==> src/hw/sac_map.svh <==
// Register offsets, field positions, reset values and cycle counts
// Assumes a 12-bit APB byte address and 32-bit data words
`ifndef SAC_MAP_SVH
`define SAC_MAP_SVH

// Byte offsets of the register words
`define SAC_OFF_CTRL 12'h000
`define SAC_OFF_IRQ 12'h004
`define SAC_OFF_OP 12'h008
`define SAC_OFF_ACC 12'h00c
`define SAC_OFF_RES 12'h010
`define SAC_OFF_CMP 12'h014
`define SAC_OFF_STAT 12'h018

// Control register fields
`define SAC_CTRL_MODE 3
`define SAC_CTRL_SELHI 1
`define SAC_CTRL_SELLO 0
`define SAC_CTRL_RST 4'h0

// Second interrupt control register fields
`define SAC_IRQ_ADIE 2
`define SAC_IRQ_RST 4'h0

// Operation word bits, one per operation
`define SAC_OP_START 0
`define SAC_OP_LOADCMP 1
`define SAC_OP_MOVELO 2
`define SAC_OP_MOVEHI 3
`define SAC_OP_SKIP 4
`define SAC_OP_IRQACK 5

// Status word bits
`define SAC_STAT_DONE 0
`define SAC_STAT_BUSY 1
`define SAC_STAT_SKIP 2

// Machine-cycle counts and the top bit index
`define SAC_CONV_CYC 6'd62
`define SAC_COMP_CYC 6'd8
`define SAC_BIT_SPAN 3'd6
`define SAC_TRIAL_END 6'd56
`define SAC_TOP_BIT 4'd9

`endif

==> src/hw/sac_pkg.sv <==
// Types shared by the converter control modules
// Assumes nothing beyond a SystemVerilog compiler
`default_nettype none

package sac_pkg;

	typedef enum logic [1:0]
	{
		SAC_IDLE = 2'b00,
		SAC_CONV = 2'b01,
		SAC_COMP = 2'b10
	} sac_phase_type;

	typedef struct packed
	{
		sac_phase_type phase;
		logic [5:0] cnt;
		logic [2:0] sub;
		logic [3:0] bitIdx;
		logic [3:0] ctrl;
		logic [3:0] irqCtl;
		logic [3:0] regA;
		logic [3:0] regB;
		logic [7:0] cmpReg;
		logic doneFlag;
		logic skipSeen;
		logic modePrev;
		logic pready;
		logic pslverr;
		logic [31:0] prdata;
		logic [9:0] dac;
		logic selZero;
		logic selOne;
		logic irqReq;
	} sac_state_type;

	typedef struct packed
	{
		logic s1;
		logic s2;
	} sac_sync_type;

	typedef struct packed
	{
		logic [9:0] code;
	} sac_sar_type;

endpackage : sac_pkg

`default_nettype wire

==> src/hw/sac_sar.sv <==
// Ten-bit approximation result register with trial and decide steps
// Assumes at most one of clear, trial or decide per cycle
`default_nettype none

module sac_sar
	import sac_pkg::*;
(
	// Clock and reset
	input wire logic clk,
	input wire logic rst_n,
	// Step controls
	input wire logic clearAll,
	input wire logic trialEn,
	input wire logic decideEn,
	input wire logic [3:0] bitIdx,
	input wire logic keepBit,
	// Result
	output logic [9:0] code
);

	sac_sar_type q;
	sac_sar_type d;

	always_comb
	begin
		d = q;
		if (clearAll)
			d.code = 10'h000;
		else if (trialEn)
			d.code[bitIdx] = 1'b1;
		else if (decideEn)
			d.code[bitIdx] = keepBit;
	end

	always_ff @(posedge clk or negedge rst_n)
	begin
		if (!rst_n)
			q <= sac_sar_type'('0);
		else
			q <= d;
	end

	assign code = q.code;

endmodule : sac_sar

`default_nettype wire

==> src/hw/sac_sync.sv <==
// Two-stage synchroniser for one level
// Assumes the input is asynchronous to clk
`default_nettype none

module sac_sync
	import sac_pkg::*;
(
	// Clock and reset
	input wire logic clk,
	input wire logic rst_n,
	// Level
	input wire logic asyncIn,
	output logic syncOut
);

	sac_sync_type q;
	sac_sync_type d;

	always_comb
	begin
		d.s1 = asyncIn;
		d.s2 = q.s1;
	end

	always_ff @(posedge clk or negedge rst_n)
	begin
		if (!rst_n)
			q <= sac_sync_type'('0);
		else
			q <= d;
	end

	assign syncOut = q.s2;

endmodule : sac_sync

`default_nettype wire

==> src/hw/sac_top.sv <==
// Successive-approximation converter and comparator control, APB slave
// Assumes clk is the machine-cycle clock and the comparator output is asynchronous
//
// The APB register port and the register addresses were decided locally.
`default_nettype none
`include "sac_map.svh"

module sac_top
	import sac_pkg::*;
(
	// Clock and reset
	input wire logic clk,
	input wire logic rst_n,
	// APB slave
	input wire logic psel,
	input wire logic penable,
	input wire logic pwrite,
	input wire logic [11:0] paddr,
	input wire logic [31:0] pwdata,
	output logic [31:0] prdata,
	output logic pready,
	output logic pslverr,
	// Analog front end
	input wire logic analogAboveDac,
	output logic [9:0] dacCode,
	output logic selInZero,
	output logic selInOne,
	// Interrupt request condition
	output logic irqReq
);

	sac_state_type q;
	sac_state_type d;

	logic aboveSync;
	logic [9:0] result;
	logic [3:0] lowMove;
	logic [7:0] highMove;
	logic compMode;
	logic setupCyc;
	logic wrEn;
	logic opWr;
	logic mapped;
	logic startOp;
	logic loadCmpOp;
	logic moveLowOp;
	logic moveHighOp;
	logic skipOp;
	logic irqTakeOp;
	logic startConv;
	logic startComp;
	logic sarClear;
	logic sarTrial;
	logic sarDecide;
	logic convDone;
	logic compDone;
	logic modeDrop;
	logic flagSet;
	logic flagClr;

	sac_sync u_above
	(
		.clk(clk),
		.rst_n(rst_n),
		.asyncIn(analogAboveDac),
		.syncOut(aboveSync)
	);

	// Comparator output high means DAC below input, so the trial bit stays
	sac_sar u_sar
	(
		.clk(clk),
		.rst_n(rst_n),
		.clearAll(sarClear),
		.trialEn(sarTrial),
		.decideEn(sarDecide),
		.bitIdx(q.bitIdx),
		.keepBit(aboveSync),
		.code(result)
	);

	assign lowMove = {result[1:0], 2'b00};
	assign highMove = result[9:2];

	always_comb
	begin
		d = q;
		compMode = q.ctrl[`SAC_CTRL_MODE];
		setupCyc = psel & penable & ~q.pready;
		wrEn = psel & penable & q.pready & pwrite;
		opWr = wrEn && (paddr == `SAC_OFF_OP);
		startOp = opWr & pwdata[`SAC_OP_START];
		loadCmpOp = opWr & pwdata[`SAC_OP_LOADCMP];
		moveLowOp = opWr & pwdata[`SAC_OP_MOVELO];
		moveHighOp = opWr & pwdata[`SAC_OP_MOVEHI];
		skipOp = opWr & pwdata[`SAC_OP_SKIP];
		irqTakeOp = opWr & pwdata[`SAC_OP_IRQACK];
		startConv = (q.phase == SAC_IDLE) & startOp & ~compMode;
		startComp = (q.phase == SAC_IDLE) & startOp & compMode;
		sarClear = 1'b0;
		sarTrial = 1'b0;
		sarDecide = 1'b0;
		convDone = 1'b0;
		compDone = 1'b0;

		// One wait state: answer registered in the access phase
		d.pready = setupCyc;
		d.pslverr = 1'b0;
		d.prdata = 32'h0000_0000;
		mapped = 1'b1;
		if (paddr == `SAC_OFF_CTRL)
			d.prdata[3:0] = q.ctrl;
		else if (paddr == `SAC_OFF_IRQ)
			d.prdata[3:0] = q.irqCtl;
		else if (paddr == `SAC_OFF_OP)
			d.prdata = 32'h0000_0000;
		else if (paddr == `SAC_OFF_ACC)
			d.prdata[7:0] = {q.regB, q.regA};
		else if (paddr == `SAC_OFF_RES)
			d.prdata[9:0] = result;
		else if (paddr == `SAC_OFF_CMP)
			d.prdata[7:0] = compMode ? q.cmpReg : 8'h00;
		else if (paddr == `SAC_OFF_STAT)
		begin
			d.prdata[`SAC_STAT_DONE] = q.doneFlag;
			d.prdata[`SAC_STAT_BUSY] = (q.phase != SAC_IDLE);
			d.prdata[`SAC_STAT_SKIP] = q.skipSeen;
		end
		else
			mapped = 1'b0;
		if (!setupCyc || pwrite)
			d.prdata = 32'h0000_0000;
		d.pslverr = setupCyc & ~mapped;

		// Plain register writes
		if (wrEn && (paddr == `SAC_OFF_CTRL))
			d.ctrl = pwdata[3:0];
		if (wrEn && (paddr == `SAC_OFF_IRQ))
			d.irqCtl = pwdata[3:0];
		if (wrEn && (paddr == `SAC_OFF_ACC))
		begin
			d.regA = pwdata[3:0];
			d.regB = pwdata[7:4];
		end

		// Operation sequencer; a start while busy is ignored
		case (q.phase)
			SAC_IDLE:
			begin
				d.cnt = 6'd0;
				d.sub = 3'd0;
				d.bitIdx = `SAC_TOP_BIT;
				if (startConv)
				begin
					d.phase = SAC_CONV;
					sarClear = 1'b1;
				end
				else if (startComp)
					d.phase = SAC_COMP;
			end
			SAC_CONV:
			begin
				d.cnt = q.cnt + 6'd1;
				d.sub = (q.sub == `SAC_BIT_SPAN - 3'd1) ? 3'd0 : q.sub + 3'd1;
				// Six cycles per bit leave room for DAC settle and sync delay
				sarTrial = (q.sub == 3'd1) && (q.cnt < `SAC_TRIAL_END);
				sarDecide = (q.sub == 3'd0) && (q.cnt != 6'd0);
				if (sarDecide)
					d.bitIdx = q.bitIdx - 4'd1;
				if (q.cnt == `SAC_CONV_CYC - 6'd1)
				begin
					convDone = 1'b1;
					d.phase = SAC_IDLE;
				end
			end
			SAC_COMP:
			begin
				d.cnt = q.cnt + 6'd1;
				if (q.cnt == `SAC_COMP_CYC - 6'd1)
				begin
					compDone = 1'b1;
					d.phase = SAC_IDLE;
				end
			end
			default:
				d.phase = SAC_IDLE;
		endcase

		// Result left alone on entering comparator mode
		if (loadCmpOp && compMode)
			d.cmpReg = {q.regB, q.regA};
		if (moveLowOp)
			d.regA = lowMove;
		if (moveHighOp)
		begin
			d.regB = highMove[7:4];
			d.regA = highMove[3:0];
		end

		// Completion flag: a set in the clearing cycle wins
		d.modePrev = compMode;
		modeDrop = q.modePrev & ~compMode;
		flagSet = convDone | (compDone & ~aboveSync) | modeDrop;
		flagClr = skipOp | (irqTakeOp & q.irqCtl[`SAC_IRQ_ADIE]);
		if (skipOp)
			d.skipSeen = q.doneFlag;
		if (flagClr)
			d.doneFlag = 1'b0;
		if (flagSet)
			d.doneFlag = 1'b1;

		// Front-end outputs, all registered
		d.dac = compMode ? {q.cmpReg, 2'b00} : result;
		d.selZero = ~q.ctrl[`SAC_CTRL_SELHI] & ~q.ctrl[`SAC_CTRL_SELLO];
		d.selOne = ~q.ctrl[`SAC_CTRL_SELHI] & q.ctrl[`SAC_CTRL_SELLO];
		d.irqReq = d.doneFlag & q.irqCtl[`SAC_IRQ_ADIE];
	end

	// Control register resets to zero, conversion mode
	always_ff @(posedge clk or negedge rst_n)
	begin
		if (!rst_n)
			q <= sac_state_type'('0);
		else
			q <= d;
	end

	assign prdata = q.prdata;
	assign pready = q.pready;
	assign pslverr = q.pslverr;
	assign dacCode = q.dac;
	assign selInZero = q.selZero;
	assign selInOne = q.selOne;
	assign irqReq = q.irqReq;
endmodule : sac_top

`default_nettype wire

==> config.mk <==
export PLATFORM = sky130hd
export DESIGN_NAME = sac_top
export DESIGN_NICKNAME = d
export VERILOG_FILES = /design/src/hw/sac_pkg.sv /design/src/hw/sac_sar.sv /design/src/hw/sac_sync.sv /design/src/hw/sac_top.sv
export VERILOG_INCLUDE_DIRS = /design/src /design/src/hw
export SDC_FILE = /design/constraint.sdc
export NUM_CORES = 1
export LEC_CHECK = 0
export ABC_CLOCK_PERIOD_IN_PS = 3000
export BUFFER_PORTS_ARGS = -buffer_cell sky130_fd_sc_hd__buf_2
export CAP_MARGIN = 25
export CORE_ASPECT_RATIO = 1.25
export CORE_MARGIN = 2
export CORE_UTILIZATION = 30
export CTS_CLUSTER_SIZE = 24
export DETAILED_ROUTE_END_ITERATION = 16
export SETUP_SLACK_MARGIN = 0.15
export SLEW_MARGIN = 5
export SYNTH_ARGS = -nofsm -noshare
export SYNTH_HDL_FRONTEND = slang
export SYNTH_SLANG_ARGS = --single-unit
==> constraint.sdc <==
create_clock -name clk -period 3 [get_ports clk]
set_input_delay 0.15 -clock clk [delete_from_list [all_inputs] [get_ports clk]]
set_output_delay 0.15 -clock clk [all_outputs]
set_load 0.05 [all_outputs]
==> impl_summary.txt, run 1 <==
----------------------------------------------------
[Power]
  Standby leakage power ... 0.00221 uW
  Worst-case vdd ir drop ... 0.000289 V
  Power density relative to cell area ... 497 nW/um^2

[Timing]
  Final-report hold violation count ... 0
  Final period utilization ... 80.7%
  Top achievable clock speed ... 413 MHz
  Hold Worst Slack ... 0.125 ns
  Count of final max-slew check failures ... 0
  Unrepaired setup endpoints after global routing ... no
  Transition time of the tightest slew-check pin ... 0.922 ns
  Count of endpoints failing setup in the final report ... 0
  Worst clock skew on the final layout ... 0.00660 ns
  Crit path time final ... 2.42 ns
  Aggregate negative setup slack ... 0 ns
  Normalized max-slew margin ... 38.1%

[Synthesis]
  Top flip-flop cell by instance count after synthesis ... sky130_fd_sc_hd__dfrtp_1
  Register bit total from synthesis ... 79
  Area leader, netlist ... sky130_fd_sc_hd__dfrtp_1
  Syn avg cell area ... 10.3 um^2
  Synth warn ... 0
  Portion of synthesized cell area occupied by the leading cell type ... 46.0%
  Cell count after synthesis ... 416
  Fraction of registers with async set/reset ... 100%
  Sequential share of the synthesized area ... 46.0%
  Post-synth EDFFs ... 0
  Cells taking the most area after synthesis ... sky130_fd_sc_hd__dfrtp_1 46%, sky130_fd_sc_hd__buf_4 7.3%, sky130_fd_sc_hd__mux2_2 6.6%, sky130_fd_sc_hd__ha_1 3.2%, sky130_fd_sc_hd__o21ai_0 3.0%
  Cell area after synthesis ... 4300 um^2
  Unique cell type count in the Yosys netlist ... 55

[Clock tree]
  Clk Tree Root Cell ... sky130_fd_sc_hd__clkbuf_16
  Num Clock Sinks ... 79
  Max Root-Sink Buffers ... 2
  H-tree levels ... 3
  Clock Pin Slew Worst Setup and Hold Paths ... 0.06 ns
  Number of buffers inserted during clock tree synthesis ... 9
  Clk Latency, worst-skew pair ... 0.34 ns
  Clock tree from TritonCTS ... built

[Layout]
  Utilization of the core after routing ... 35.1%
  Commonest non-fill, non-tap cell in the layout ... sky130_fd_sc_hd__dfrtp_1
  Nets ... 510
  Signed area change from the synthesized netlist to the final layout ... 13.8%
  Final Instance Count excl. Fillers ... 629
  Share of final-layout standard cells stronger than drive strength 1 ... 24.4%
  Most used cells in the layout excluding fill and tap cells ... 79 x sky130_fd_sc_hd__dfrtp_1, 49 x sky130_fd_sc_hd__buf_2, 26 x sky130_fd_sc_hd__o21ai_0
  Antenna diode count ... 0

[Placed design]
  Detailed placement HPWL ... 7370 um
  Final Wtd Congestion ... 0.879
  Cells after DPL ... 610
  Count of input and output buffers ... 50

[GRT]
  Antenna violations before repair ... 0
  Largest net degree at the start of global routing ... 80
  All-layer global routing usage ... 13.8%
  Vias in the first global route ... 3255
  Global route total overflow ... 0
  Global-route wire length before repair ... 16600 um

[Die]
  Effective utilization at floorplan ... 30.8%
  Vert. Die Dim ... 138 um
  Area of the die ... 15300 um^2
  Site Rows ... 48
  Horizontal extent of the die ... 111 um
  Io pins ... 97
  Area of the core ... 13900 um^2

[Route]
  Routed vias ... 3246
  Routed WL ... 10100 um
  Number of iterations in the first detailed-routing pass ... 4
  Remaining antenna violation count ... 0
  Drt first-iter violations ... 221
  Remaining routing DRC violations ... 0
  Via count normalized by instance count ... 5.16
  Routed wirelength normalized by instance count ... 16.0 um

[Setup path]
  CP cell instances ... inv_1 -> ha_1 -> nor4b_1 -> buf_4 -> o21ai_0 -> nor4_1 -> a211oi_1
  Critical path launch point type ... flip-flop
  Kind of critical path ... reg -> reg
  Slowest CP cell ... sky130_fd_sc_hd__nor4_1
  Count of buffering cells on the critical path with inverters included ... 2
  Required time at the endpoint of the critical path ... 3.19 ns
  Largest stage delay on the critical path ... 0.62 ns
  Crit path max fanout ... 9
  Sort of element at the end of the critical path ... flip-flop
  Critical path arrival ... 2.61 ns
  Largest delay contributor family on the critical path ... simple AND/OR/NAND/NOR gates

[Worst hold path]
  Path class of the lowest-slack min-delay path ... in -> reg

[Run]
  Number of max-cap violations ... 0

[Outcome]
  Status ... complete, no violations

----------------------------------------------------
==> power breakdown <==
| group | total, uW | internal [uW] | switching (uW) |
|---|---|---|---|
| Sequential | 1070 | 1070 | 2.94 |
| Combinational | 160 | 30.7 | 130 |
| Clock | 1200 | 739 | 459 |
==> registers in the layout, indices dropped and copies added, names as in the netlist, 10 cells and up <==
register,count
q,41
dacCode,10
prdata,10
u_sar.code,10
==> routing by layer <==
layer,wire length (um),GRT usage [%],vias to the layer above
li1,-,-,1550
met1,4030,15.4,1581
met2,5250,24.6,93
met3,416,2.99,22
met4,372,7.61,0
met5,0,0,-
==> cell usage after synthesis, types with 3 or more instances <==
master / count
sky130_fd_sc_hd__nand4_1: 4
sky130_fd_sc_hd__nor3_1: 14
sky130_fd_sc_hd__a22oi_1: 4
sky130_fd_sc_hd__buf_2: 3
sky130_fd_sc_hd__nand3_1: 11
sky130_fd_sc_hd__mux2_2: 25
sky130_fd_sc_hd__buf_4: 42
sky130_fd_sc_hd__a31oi_1: 4
sky130_fd_sc_hd__or4b_2: 3
sky130_fd_sc_hd__inv_1: 18
sky130_fd_sc_hd__or3_1: 4
sky130_fd_sc_hd__a211oi_1: 10
sky130_fd_sc_hd__clkbuf_1: 12
sky130_fd_sc_hd__a221oi_1: 5
sky130_fd_sc_hd__nor4_1: 10
sky130_fd_sc_hd__nand2b_1: 4
sky130_fd_sc_hd__nand2_1: 22
sky130_fd_sc_hd__dfrtp_1: 79
sky130_fd_sc_hd__and3_1: 8
sky130_fd_sc_hd__nor2b_1: 7
sky130_fd_sc_hd__o211ai_1: 3
sky130_fd_sc_hd__ha_1: 11
sky130_fd_sc_hd__o32ai_1: 3
sky130_fd_sc_hd__o221ai_1: 3
sky130_fd_sc_hd__mux2i_1: 10
sky130_fd_sc_hd__nor2_1: 10
sky130_fd_sc_hd__o21ai_0: 26
sky130_fd_sc_hd__a41oi_1: 10
sky130_fd_sc_hd__nor4b_1: 3
sky130_fd_sc_hd__a21oi_1: 14
==> cell type report <==
class	count	area, um^2
Timing Repair Buffer	61	360
Sequential cell	79	1980
Clock inverter	7	103
Clock buffer	9	225
Inverter	18	67.6
Tap cell	175	219
Fill cell	1387	9040
Multi-Input combinational cell	280	1940
==> repair_timing <==
action / CTS / global route
endpoints found under the hold margin: 1 / 19
buffers inserted: 0 / 0
endpoints found under the setup margin: 0 / 0
gates resized for setup: 0 / 0
hold buffers: 1 / 1
==> worst register-to-register path, cell delays in order, from the launching register on <==
cell	delay, ns
sky130_fd_sc_hd__dfrtp_1	0.43
sky130_fd_sc_hd__inv_1	0.10
sky130_fd_sc_hd__ha_1	0.28
sky130_fd_sc_hd__nor4b_1	0.33
sky130_fd_sc_hd__buf_4	0.23
sky130_fd_sc_hd__o21ai_0	0.12
sky130_fd_sc_hd__nor4_1	0.62
sky130_fd_sc_hd__a211oi_1	0.16
==> kinds of logic (layout without fill, tap and decap cells) <==
group           count (synthesis)  count (layout)  share of synthesized area (%)
compound gates                 93              93                           14.8
xor+xnor                        3               3                          0.611
fa+ha+maj                      11              11                           3.20
buf+inv                        78              95                           10.7
flops                          79              79                           46.0
mux                            35              35                           8.88
other cells                     1              22                         0.0873
simple gates                  116             116                           15.6
==> stage by stage <==
| step | setup WS (ns) | cell area, um^2 | power, uW |
|---|---|---|---|
| detailed placement | 0.554 | 4510 | 1250 |
| global route | 0.384 | 4890 | 2520 |
| finish | 0.579 | 4890 | 2430 |
| floorplan | 0.549 | 4380 | 1210 |
| global placement | 0.573 | 4510 | 1240 |
| CTS | 0.614 | 4850 | 2460 |
==> worst paths after layout <==
path | start | endpoint | slack, ns | depth (start not counted)
max in group asynchronous | rst_n | q[54]$_DFFE_PN0P_ | 2.19 | 3
max | q[88]$_DFFE_PN0P_ | u_sar.code[0]$_DFFE_PN0P_ | 0.58 | 7
min reg2reg | u_above.d[0]$_DFF_PN0_ | u_above.syncOut$_DFF_PN0_ | 0.35 | 0
min | pwdata[6] | q[60]$_DFFE_PN0P_ | 0.12 | 3
max reg2reg | q[88]$_DFFE_PN0P_ | u_sar.code[0]$_DFFE_PN0P_ | 0.58 | 7
min in group asynchronous | rst_n | q[50]$_DFFE_PN0P_ | 0.23 | 2
No activity file was read; power rests on OpenSTA's default activity.
==> run 2, diff against run 1 <==
--- a/config.mk
+++ b/config.mk
@@ -6,7 +6,7 @@
 export SDC_FILE = /design/constraint.sdc
 export NUM_CORES = 1
 export LEC_CHECK = 0
-export ABC_CLOCK_PERIOD_IN_PS = 3000
+export ABC_CLOCK_PERIOD_IN_PS = 2200
 export BUFFER_PORTS_ARGS = -buffer_cell sky130_fd_sc_hd__buf_2
 export CAP_MARGIN = 25
 export CORE_ASPECT_RATIO = 1.25
==> constraint.sdc (replaced) <==
create_clock -name clk -period 2.2 [get_ports clk]
set_input_delay 0.11 -clock clk [delete_from_list [all_inputs] [get_ports clk]]
set_output_delay 0.11 -clock clk [all_outputs]
set_load 0.05 [all_outputs]
==> run 2 against run 1 <==
Against the previous run:
- sequential share of layout area decreased by 1.4 points
- power increased by 34%
- clock skew increased by 0.00081 ns
- utilization increased by 1.3 points
- sequential power increased by 36%
- count of clock-buffer cells in the layout increased by 2
==> impl_summary.txt, run 2 (same netlist as run 1, synthesis figures left out) <==
----------------------------------------------------
[Power]
  Power density relative to cell area ... 640 nW/um^2 (was 497 nW/um^2)
  Worst-case vdd ir drop ... 0.000366 V (was 0.000289 V)
  Standby leakage power ... 0.00232 uW (was 0.00221 uW)

[Clock tree]
  Clock Pin Slew Worst Setup and Hold Paths ... 0.06 ns (about the same)
  H-tree levels ... 3 (unchanged)
  Max Root-Sink Buffers ... 2 (unchanged)
  Clk Tree Root Cell ... sky130_fd_sc_hd__clkbuf_16 (unchanged)
  Clock tree from TritonCTS ... built (unchanged)
  Clk Latency, worst-skew pair ... 0.34 ns (about the same)
  Number of buffers inserted during clock tree synthesis ... 9 (unchanged)
  Num Clock Sinks ... 79 (unchanged)

[Die]
  Effective utilization at floorplan ... 30.8% (unchanged)
  Area of the die ... 15300 um^2 (unchanged)
  Site Rows ... 48 (unchanged)
  Area of the core ... 13900 um^2 (unchanged)
  Vert. Die Dim ... 138 um (unchanged)
  Io pins ... 97 (unchanged)
  Horizontal extent of the die ... 111 um (unchanged)

[Setup path]
  Internal reg-to-reg setup slack ... 0.26 ns (was 0.58 ns)
  Largest stage delay on the critical path ... 0.56 ns (was 0.62 ns)
  Kind of critical path ... reg -> reg (unchanged)
  Slowest CP cell ... sky130_fd_sc_hd__or4_4 (was sky130_fd_sc_hd__nor4_1)
  Most frequent cell on the critical path ... sky130_fd_sc_hd__or4_4
  Critical path arrival ... 2.17 ns (was 2.61 ns)
  Sort of element at the end of the critical path ... flip-flop (unchanged)
  Crit path max fanout ... 4 (was 9)
  Count of buffering cells on the critical path with inverters included ... 0 (was 2)
  Critical path launch point type ... flip-flop (unchanged)
  Largest delay contributor family on the critical path ... simple AND/OR/NAND/NOR gates (unchanged)
  CP cell instances ... nand4_1 -> or4_4 -> or4_4 -> o311ai_2 (was inv_1 -> ha_1 -> nor4b_1 -> buf_4 -> o21ai_0 -> nor4_1 -> a211oi_1)
  Required time at the endpoint of the critical path ... 2.43 ns (was 3.19 ns)

[Route]
  Via count normalized by instance count ... 5.07 (was 5.16)
  Number of iterations in the first detailed-routing pass ... 4 (unchanged)
  Drt first-iter violations ... 178 (was 221)
  Routed WL ... 10100 um (about the same)
  Routed vias ... 3296 (was 3246)
  Routed wirelength normalized by instance count ... 15.6 um (was 16.0 um)
  Remaining antenna violation count ... 0 (unchanged)
  Remaining routing DRC violations ... 0 (unchanged)

[Worst hold path]
  Path class of the lowest-slack min-delay path ... in -> reg (unchanged)

[GRT]
  All-layer global routing usage ... 13.8% (about the same)
  Global-route wire length before repair ... 16800 um (was 16600 um)
  Antenna violations before repair ... 0 (unchanged)
  Largest net degree at the start of global routing ... 64 (was 80)
  Global route total overflow ... 0 (unchanged)
  Vias in the first global route ... 3303 (was 3255)

[Timing]
  Normalized max-slew margin ... 47.4% (was 38.1%)
  Worst setup slack after layout ... 0.260 ns (was 0.579 ns)
  Unrepaired setup endpoints after global routing ... no (unchanged)
  Count of endpoints failing setup in the final report ... 0 (unchanged)
  Top achievable clock speed ... 515 MHz (was 413 MHz)
  Transition time of the tightest slew-check pin ... 0.789 ns (was 0.922 ns)
  Crit path time final ... 1.94 ns (was 2.42 ns)
  Count of final max-slew check failures ... 0 (unchanged)
  Worst clock skew on the final layout ... 0.00741 ns (was 0.00660 ns)
  Hold Worst Slack ... 0.0661 ns (was 0.125 ns)
  Final-report hold violation count ... 0 (unchanged)
  Final period utilization ... 88.2% (was 80.7%)

[Layout]
  Multi-input gate area ... 1980 um^2 (was 1940 um^2)
  Share of final-layout standard cells stronger than drive strength 1 ... 29.3% (was 24.4%)
  Most used cells in the layout excluding fill and tap cells ... 78 x sky130_fd_sc_hd__dfrtp_1, 49 x sky130_fd_sc_hd__buf_2, 30 x sky130_fd_sc_hd__buf_4 (was 79 x sky130_fd_sc_hd__dfrtp_1, 49 x sky130_fd_sc_hd__buf_2, 26 x sky130_fd_sc_hd__o21ai_0)
  Fillcell total ... 1390 (was 1387)
  Nets ... 531 (was 510)
  Antenna diode count ... 0 (unchanged)
  Number of flip-flops in the largest register ... 41 (unchanged)
  Signed area change from the synthesized netlist to the final layout ... 17.9% (was 13.8%)
  Commonest non-fill, non-tap cell in the layout ... sky130_fd_sc_hd__dfrtp_1 (unchanged)
  Area occupied by registers ... 1980 um^2 (about the same)
  Register bank with the most flops ... q (unchanged)
  Final cell area excluding filler cells ... 5070 um^2 (was 4890 um^2)

[Placed design]
  Final Wtd Congestion ... 0.902 (was 0.879)
  Worst slack, placed ... -0.0511 ns (was 0.554 ns)
  Detailed placement HPWL ... 7610 um (was 7370 um)
  Count of input and output buffers ... 50 (unchanged)
  Placed standard-cell area ... 4670 um^2 (was 4510 um^2)

[Outcome]
  Status ... complete, no violations (unchanged)

[Run]
  Number of max-cap violations ... 0 (unchanged)

----------------------------------------------------
-- run 2: stage by stage --
step	setup TNS [ns]	util (%)	cells	power, uW
floorplan	0	-	437	1650
global placement	-0.207	33.5	628	1710
detailed placement	-0.240	33.5	628	1710
CTS	0	36.0	646	3280
global route	0	36.4	650	3370
finish	0	36.4	650	3240
-- run 2: final timing paths --
kind                                   startpoint                   endpoint  cells past startpoint
max in group asynchronous                   rst_n          q[82]$_DFFE_PN0P_                      3
setup reg to reg                 pready$_DFF_PN0_          q[88]$_DFFE_PN0P_                      4
hold / removal                          pwdata[1]          q[67]$_DFFE_PN0P_                      2
hold reg to reg            u_above.d[0]$_DFF_PN0_  u_above.syncOut$_DFF_PN0_                      0
min in group asynchronous                   rst_n          q[72]$_DFFE_PN0P_                      2
setup / recovery                 pready$_DFF_PN0_          q[88]$_DFFE_PN0P_                      4
-- run 2: area by class of cell --
cell class | count | share of cell area (%)
flip-flops and latches | 79 | 39.0
repair buffers | 82 | 10.1
well taps | 175 | 4.32
clock buffers | 11 | 4.99
clock inverters | 5 | 1.21
multi-input cells | 280 | 39.0
inverters | 18 | 1.33
-- run 2: repair_timing --
action / 4_1_cts / 5_1_grt
pin swaps: 1 / 1
gates resized for setup: 1 / 4
endpoints found under the setup margin: 2 / 22
endpoints found under the hold margin: 62 / 0
hold buffers: 2 / 0
setup buffers: 0 / 4
-- run 2: power breakdown --
group	leakage [uW]	internal, uW	switching (uW)	total [uW]
Sequential	0.00101	1460	3.29	1460
Combinational	0.00115	51.5	178	230
Clock	0.000157	951	604	1550
-- run 2: routing by layer --
metal	part of all wire [%]	GRT usage [%]	vias to the layer above	wire length [um]
met2	50	23.7	93	5010
met5	0	0	-	0
met3	4.5	3.17	27	451
li1	-	-	1572	-
met4	3.9	7.68	0	396
met1	42	16.0	1604	4250
==> run 3, diff against run 2 <==
--- a/config.mk
+++ b/config.mk
@@ -10,7 +10,6 @@
 export BUFFER_PORTS_ARGS = -buffer_cell sky130_fd_sc_hd__buf_2
 export CAP_MARGIN = 25
 export CORE_ASPECT_RATIO = 1.25
-export CORE_MARGIN = 2
 export CORE_UTILIZATION = 30
 export CTS_CLUSTER_SIZE = 24
 export DETAILED_ROUTE_END_ITERATION = 16
==> run 3 against run 2 <==
Against the previous run:
- final cell count down 0.77%
- sequential power about the same
- utilization down 0.29 points
- via count about the same
- register-to-register slack worse by 0.03 ns
- worst hold slack better by 0.014 ns
- fmax down 1.3%
- clock skew down 0.0019 ns
- largest power group unchanged
- count of clock-buffer cells in the layout down 1
==> impl_summary.txt, run 3 (same netlist as run 1, synthesis figures left out) <==
----------------------------------------------------
[Route]
  Routed vias ... 3295 (was 3296)
  Routed wirelength normalized by instance count ... 16.1 um (was 15.6 um)
  Remaining routing DRC violations ... 0 (unchanged)
  Number of iterations in the first detailed-routing pass ... 5 (was 4)
  Remaining antenna violation count ... 0 (unchanged)
  Via count normalized by instance count ... 5.11 (was 5.07)
  Routed WL ... 10400 um (was 10100 um)
  Drt first-iter violations ... 225 (was 178)

[Setup path]
  Critical path launch point type ... flip-flop (unchanged)
  Kind of critical path ... reg -> reg (unchanged)
  Largest stage delay on the critical path ... 0.55 ns (was 0.56 ns)
  Sort of element at the end of the critical path ... flip-flop (unchanged)
  Required time at the endpoint of the critical path ... 2.44 ns (was 2.43 ns)
  Critical path arrival ... 2.20 ns (was 2.17 ns)
  Most frequent cell on the critical path ... sky130_fd_sc_hd__or4_4 (unchanged)
  Slowest CP cell ... sky130_fd_sc_hd__or4_4 (unchanged)
  Crit path max fanout ... 6 (was 4)
  CP cell instances ... nand4_1 -> or4_4 -> or4_4 -> o311ai_2 (unchanged)

[Layout]
  Most used cells in the layout excluding fill and tap cells ... 78 x sky130_fd_sc_hd__dfrtp_1, 49 x sky130_fd_sc_hd__buf_2, 26 x sky130_fd_sc_hd__o21ai_0, 26 x sky130_fd_sc_hd__buf_4, 25 x sky130_fd_sc_hd__mux2_2 (was 78 x sky130_fd_sc_hd__dfrtp_1, 49 x sky130_fd_sc_hd__buf_2, 30 x sky130_fd_sc_hd__buf_4)
  Fillcell total ... 1381 (was 1390)
  Final Instance Count excl. Fillers ... 645 (was 650)
  Register bank with the most flops ... q (unchanged)
  Share of final-layout standard cells stronger than drive strength 1 ... 28.7% (was 29.3%)
  Antenna diode count ... 0 (unchanged)
  Commonest non-fill, non-tap cell in the layout ... sky130_fd_sc_hd__dfrtp_1 (unchanged)
  Nets ... 526 (was 531)
  Signed area change from the synthesized netlist to the final layout ... 16.4% (was 17.9%)
  Number of flip-flops in the largest register ... 41 (unchanged)

[GRT]
  Global-route wire length before repair ... 17000 um (was 16800 um)
  All-layer global routing usage ... 15.0% (was 13.8%)
  Met1 Use GR ... 17.8% (was 16.0%)
  Largest net degree at the start of global routing ... 71 (was 64)
  GRT met3 Usage ... 3.55% (was 3.17%)
  Highest-utilization routing layer at the global route stage ... met2 (unchanged)
  Antenna violations before repair ... 0 (unchanged)
  Global route total overflow ... 0 (unchanged)
  Global Route met2 Usage ... 25.6% (was 23.7%)
  Vias in the first global route ... 3313 (was 3303)

[Timing]
  Crit path time final ... 1.97 ns (was 1.94 ns)
  Final-report hold violation count ... 0 (unchanged)
  Worst clock skew on the final layout ... 0.00549 ns (was 0.00741 ns)
  Unrepaired setup endpoints after global routing ... no (unchanged)
  Hold Worst Slack ... 0.0803 ns (was 0.0661 ns)
  Top achievable clock speed ... 509 MHz (was 515 MHz)
  Aggregate negative setup slack ... 0 ns (unchanged)
  Transition time of the tightest slew-check pin ... 0.881 ns (was 0.789 ns)
  Normalized max-slew margin ... 41.3% (was 47.4%)
  Count of endpoints failing setup in the final report ... 0 (unchanged)
  Count of final max-slew check failures ... 0 (unchanged)
  Final period utilization ... 89.4% (was 88.2%)

[Die]
  Io pins ... 97 (unchanged)
  Area of the core ... 13900 um^2 (about the same)
  Vert. Die Dim ... 136 um (was 138 um)
  Effective utilization at floorplan ... 31.0% (was 30.8%)
  Area of the die ... 14800 um^2 (was 15300 um^2)
  Site Rows ... 48 (unchanged)
  Horizontal extent of the die ... 109 um (was 111 um)

[Placed design]
  Final Wtd Congestion ... 0.840 (was 0.902)
  Detailed placement HPWL ... 7760 um (was 7610 um)
  Cells after DPL ... 627 (was 628)
  Count of input and output buffers ... 50 (unchanged)

[Clock tree]
  Clock Pin Slew Worst Setup and Hold Paths ... 0.06 ns (about the same)
  Clk Latency, worst-skew pair ... 0.34 ns (about the same)
  Post-CTS setup buffer count ... 0 (unchanged)
  Clock tree from TritonCTS ... built (unchanged)
  H-tree levels ... 3 (unchanged)
  Clk Tree Root Cell ... sky130_fd_sc_hd__clkbuf_16 (unchanged)
  Max Root-Sink Buffers ... 2 (unchanged)
  Num Clock Sinks ... 79 (unchanged)
  Number of buffers inserted during clock tree synthesis ... 9 (unchanged)

[Run]
  Number of max-cap violations ... 0 (unchanged)

[Worst hold path]
  Path class of the lowest-slack min-delay path ... in -> reg (unchanged)

[Power]
  Internal power ... 2420 uW (was 2460 uW)
  Net switching fraction of the power ... 24.4% (was 24.2%)
  Worst-case vdd ir drop ... 0.000406 V (was 0.000366 V)
  Comb pwr share ... 7.1% (about the same)
  Sequential share of power ... 45.6% (was 45.0%)
  Standby leakage power ... 0.00228 uW (was 0.00232 uW)
  PnR Total Power ... 3200 uW (was 3240 uW)
  P_sw ... 782 uW (was 785 uW)
  Clock share of power ... 47.3% (was 47.9%)
  Power density relative to cell area ... 640 nW/um^2 (about the same)

[Outcome]
  Status ... complete, no violations (unchanged)

----------------------------------------------------
==> run 3: critical path, delay by kind of cell (launching register included) <==
kind	cells	cell delay (ns)
DFF	1	0.41
AOI/OAI and AO/OA	1	0.23
and+or+nand+nor	3	1.22
==> run 3: power groups by stage <==
stage	clock (uW)	sequential (uW)	combinational (uW)
global placement	0	1490	221
CTS	1560	1460	228
floorplan	0	1490	160
global route	1620	1460	247
detailed placement	0	1490	224
finish	1520	1460	226
==> run 3: path summary, 6_finish.rpt <==
| check | start | to | slack (ns) | cells after the start |
|---|---|---|---|---|
| worst max-delay path | pready$_DFF_PN0_ | q[88]$_DFFE_PN0P_ | 0.23 | 4 |
| min in group asynchronous | rst_n | dacCode[5]$_DFF_PN0_ | 0.43 | 2 |
| max in group asynchronous | rst_n | q[75]$_DFFE_PN0P_ | 1.08 | 3 |
| worst min-delay path | penable | pready$_DFF_PN0_ | 0.08 | 3 |
| worst max register to register | pready$_DFF_PN0_ | q[88]$_DFFE_PN0P_ | 0.23 | 4 |
| worst min register to register | u_above.d[0]$_DFF_PN0_ | u_above.syncOut$_DFF_PN0_ | 0.36 | 0 |
==> run 3: stage by stage <==
stage / cell area, um^2 / util (%) / setup WS, ns
final: 5000 / 36.1 / 0.234
after global routing: 5000 / 36.1 / 0.147
after CTS: 4980 / 35.9 / 0.168
after detailed placement: 4650 / 33.5 / -0.0709
after global placement: 4650 / 33.5 / -0.114
after floorplan: 4390 / - / 0.000239
==> run 3: final cells by class <==
cell class,count,area [um^2],area share [%]
Inverter,18,67.6,1.35
Tap cell,175,219,4.38
Clock buffer,10,239,4.77
Multi-Input combinational cell,280,1970,39.4
Clock inverter,6,68.8,1.38
Timing Repair Buffer,77,460,9.20
Sequential cell,79,1980,39.5
==> run 3: layer usage <==
metal / part of all wire [%] / wire, um / vias to the layer above
met3: 4.4 / 455 / 18
met2: 52 / 5350 / 94
li1: - / - / 1572
met4: 3.0 / 308 / 0
met5: 0 / 0 / -
met1: 41 / 4250 / 1611
==> run 3: timing repair <==
action | 4_1_cts | 5_1_grt
gates resized for setup | 0 | 5
endpoints found under the hold margin | 70 | 0
endpoints found under the setup margin | 0 | 19
hold buffers | 2 | 0
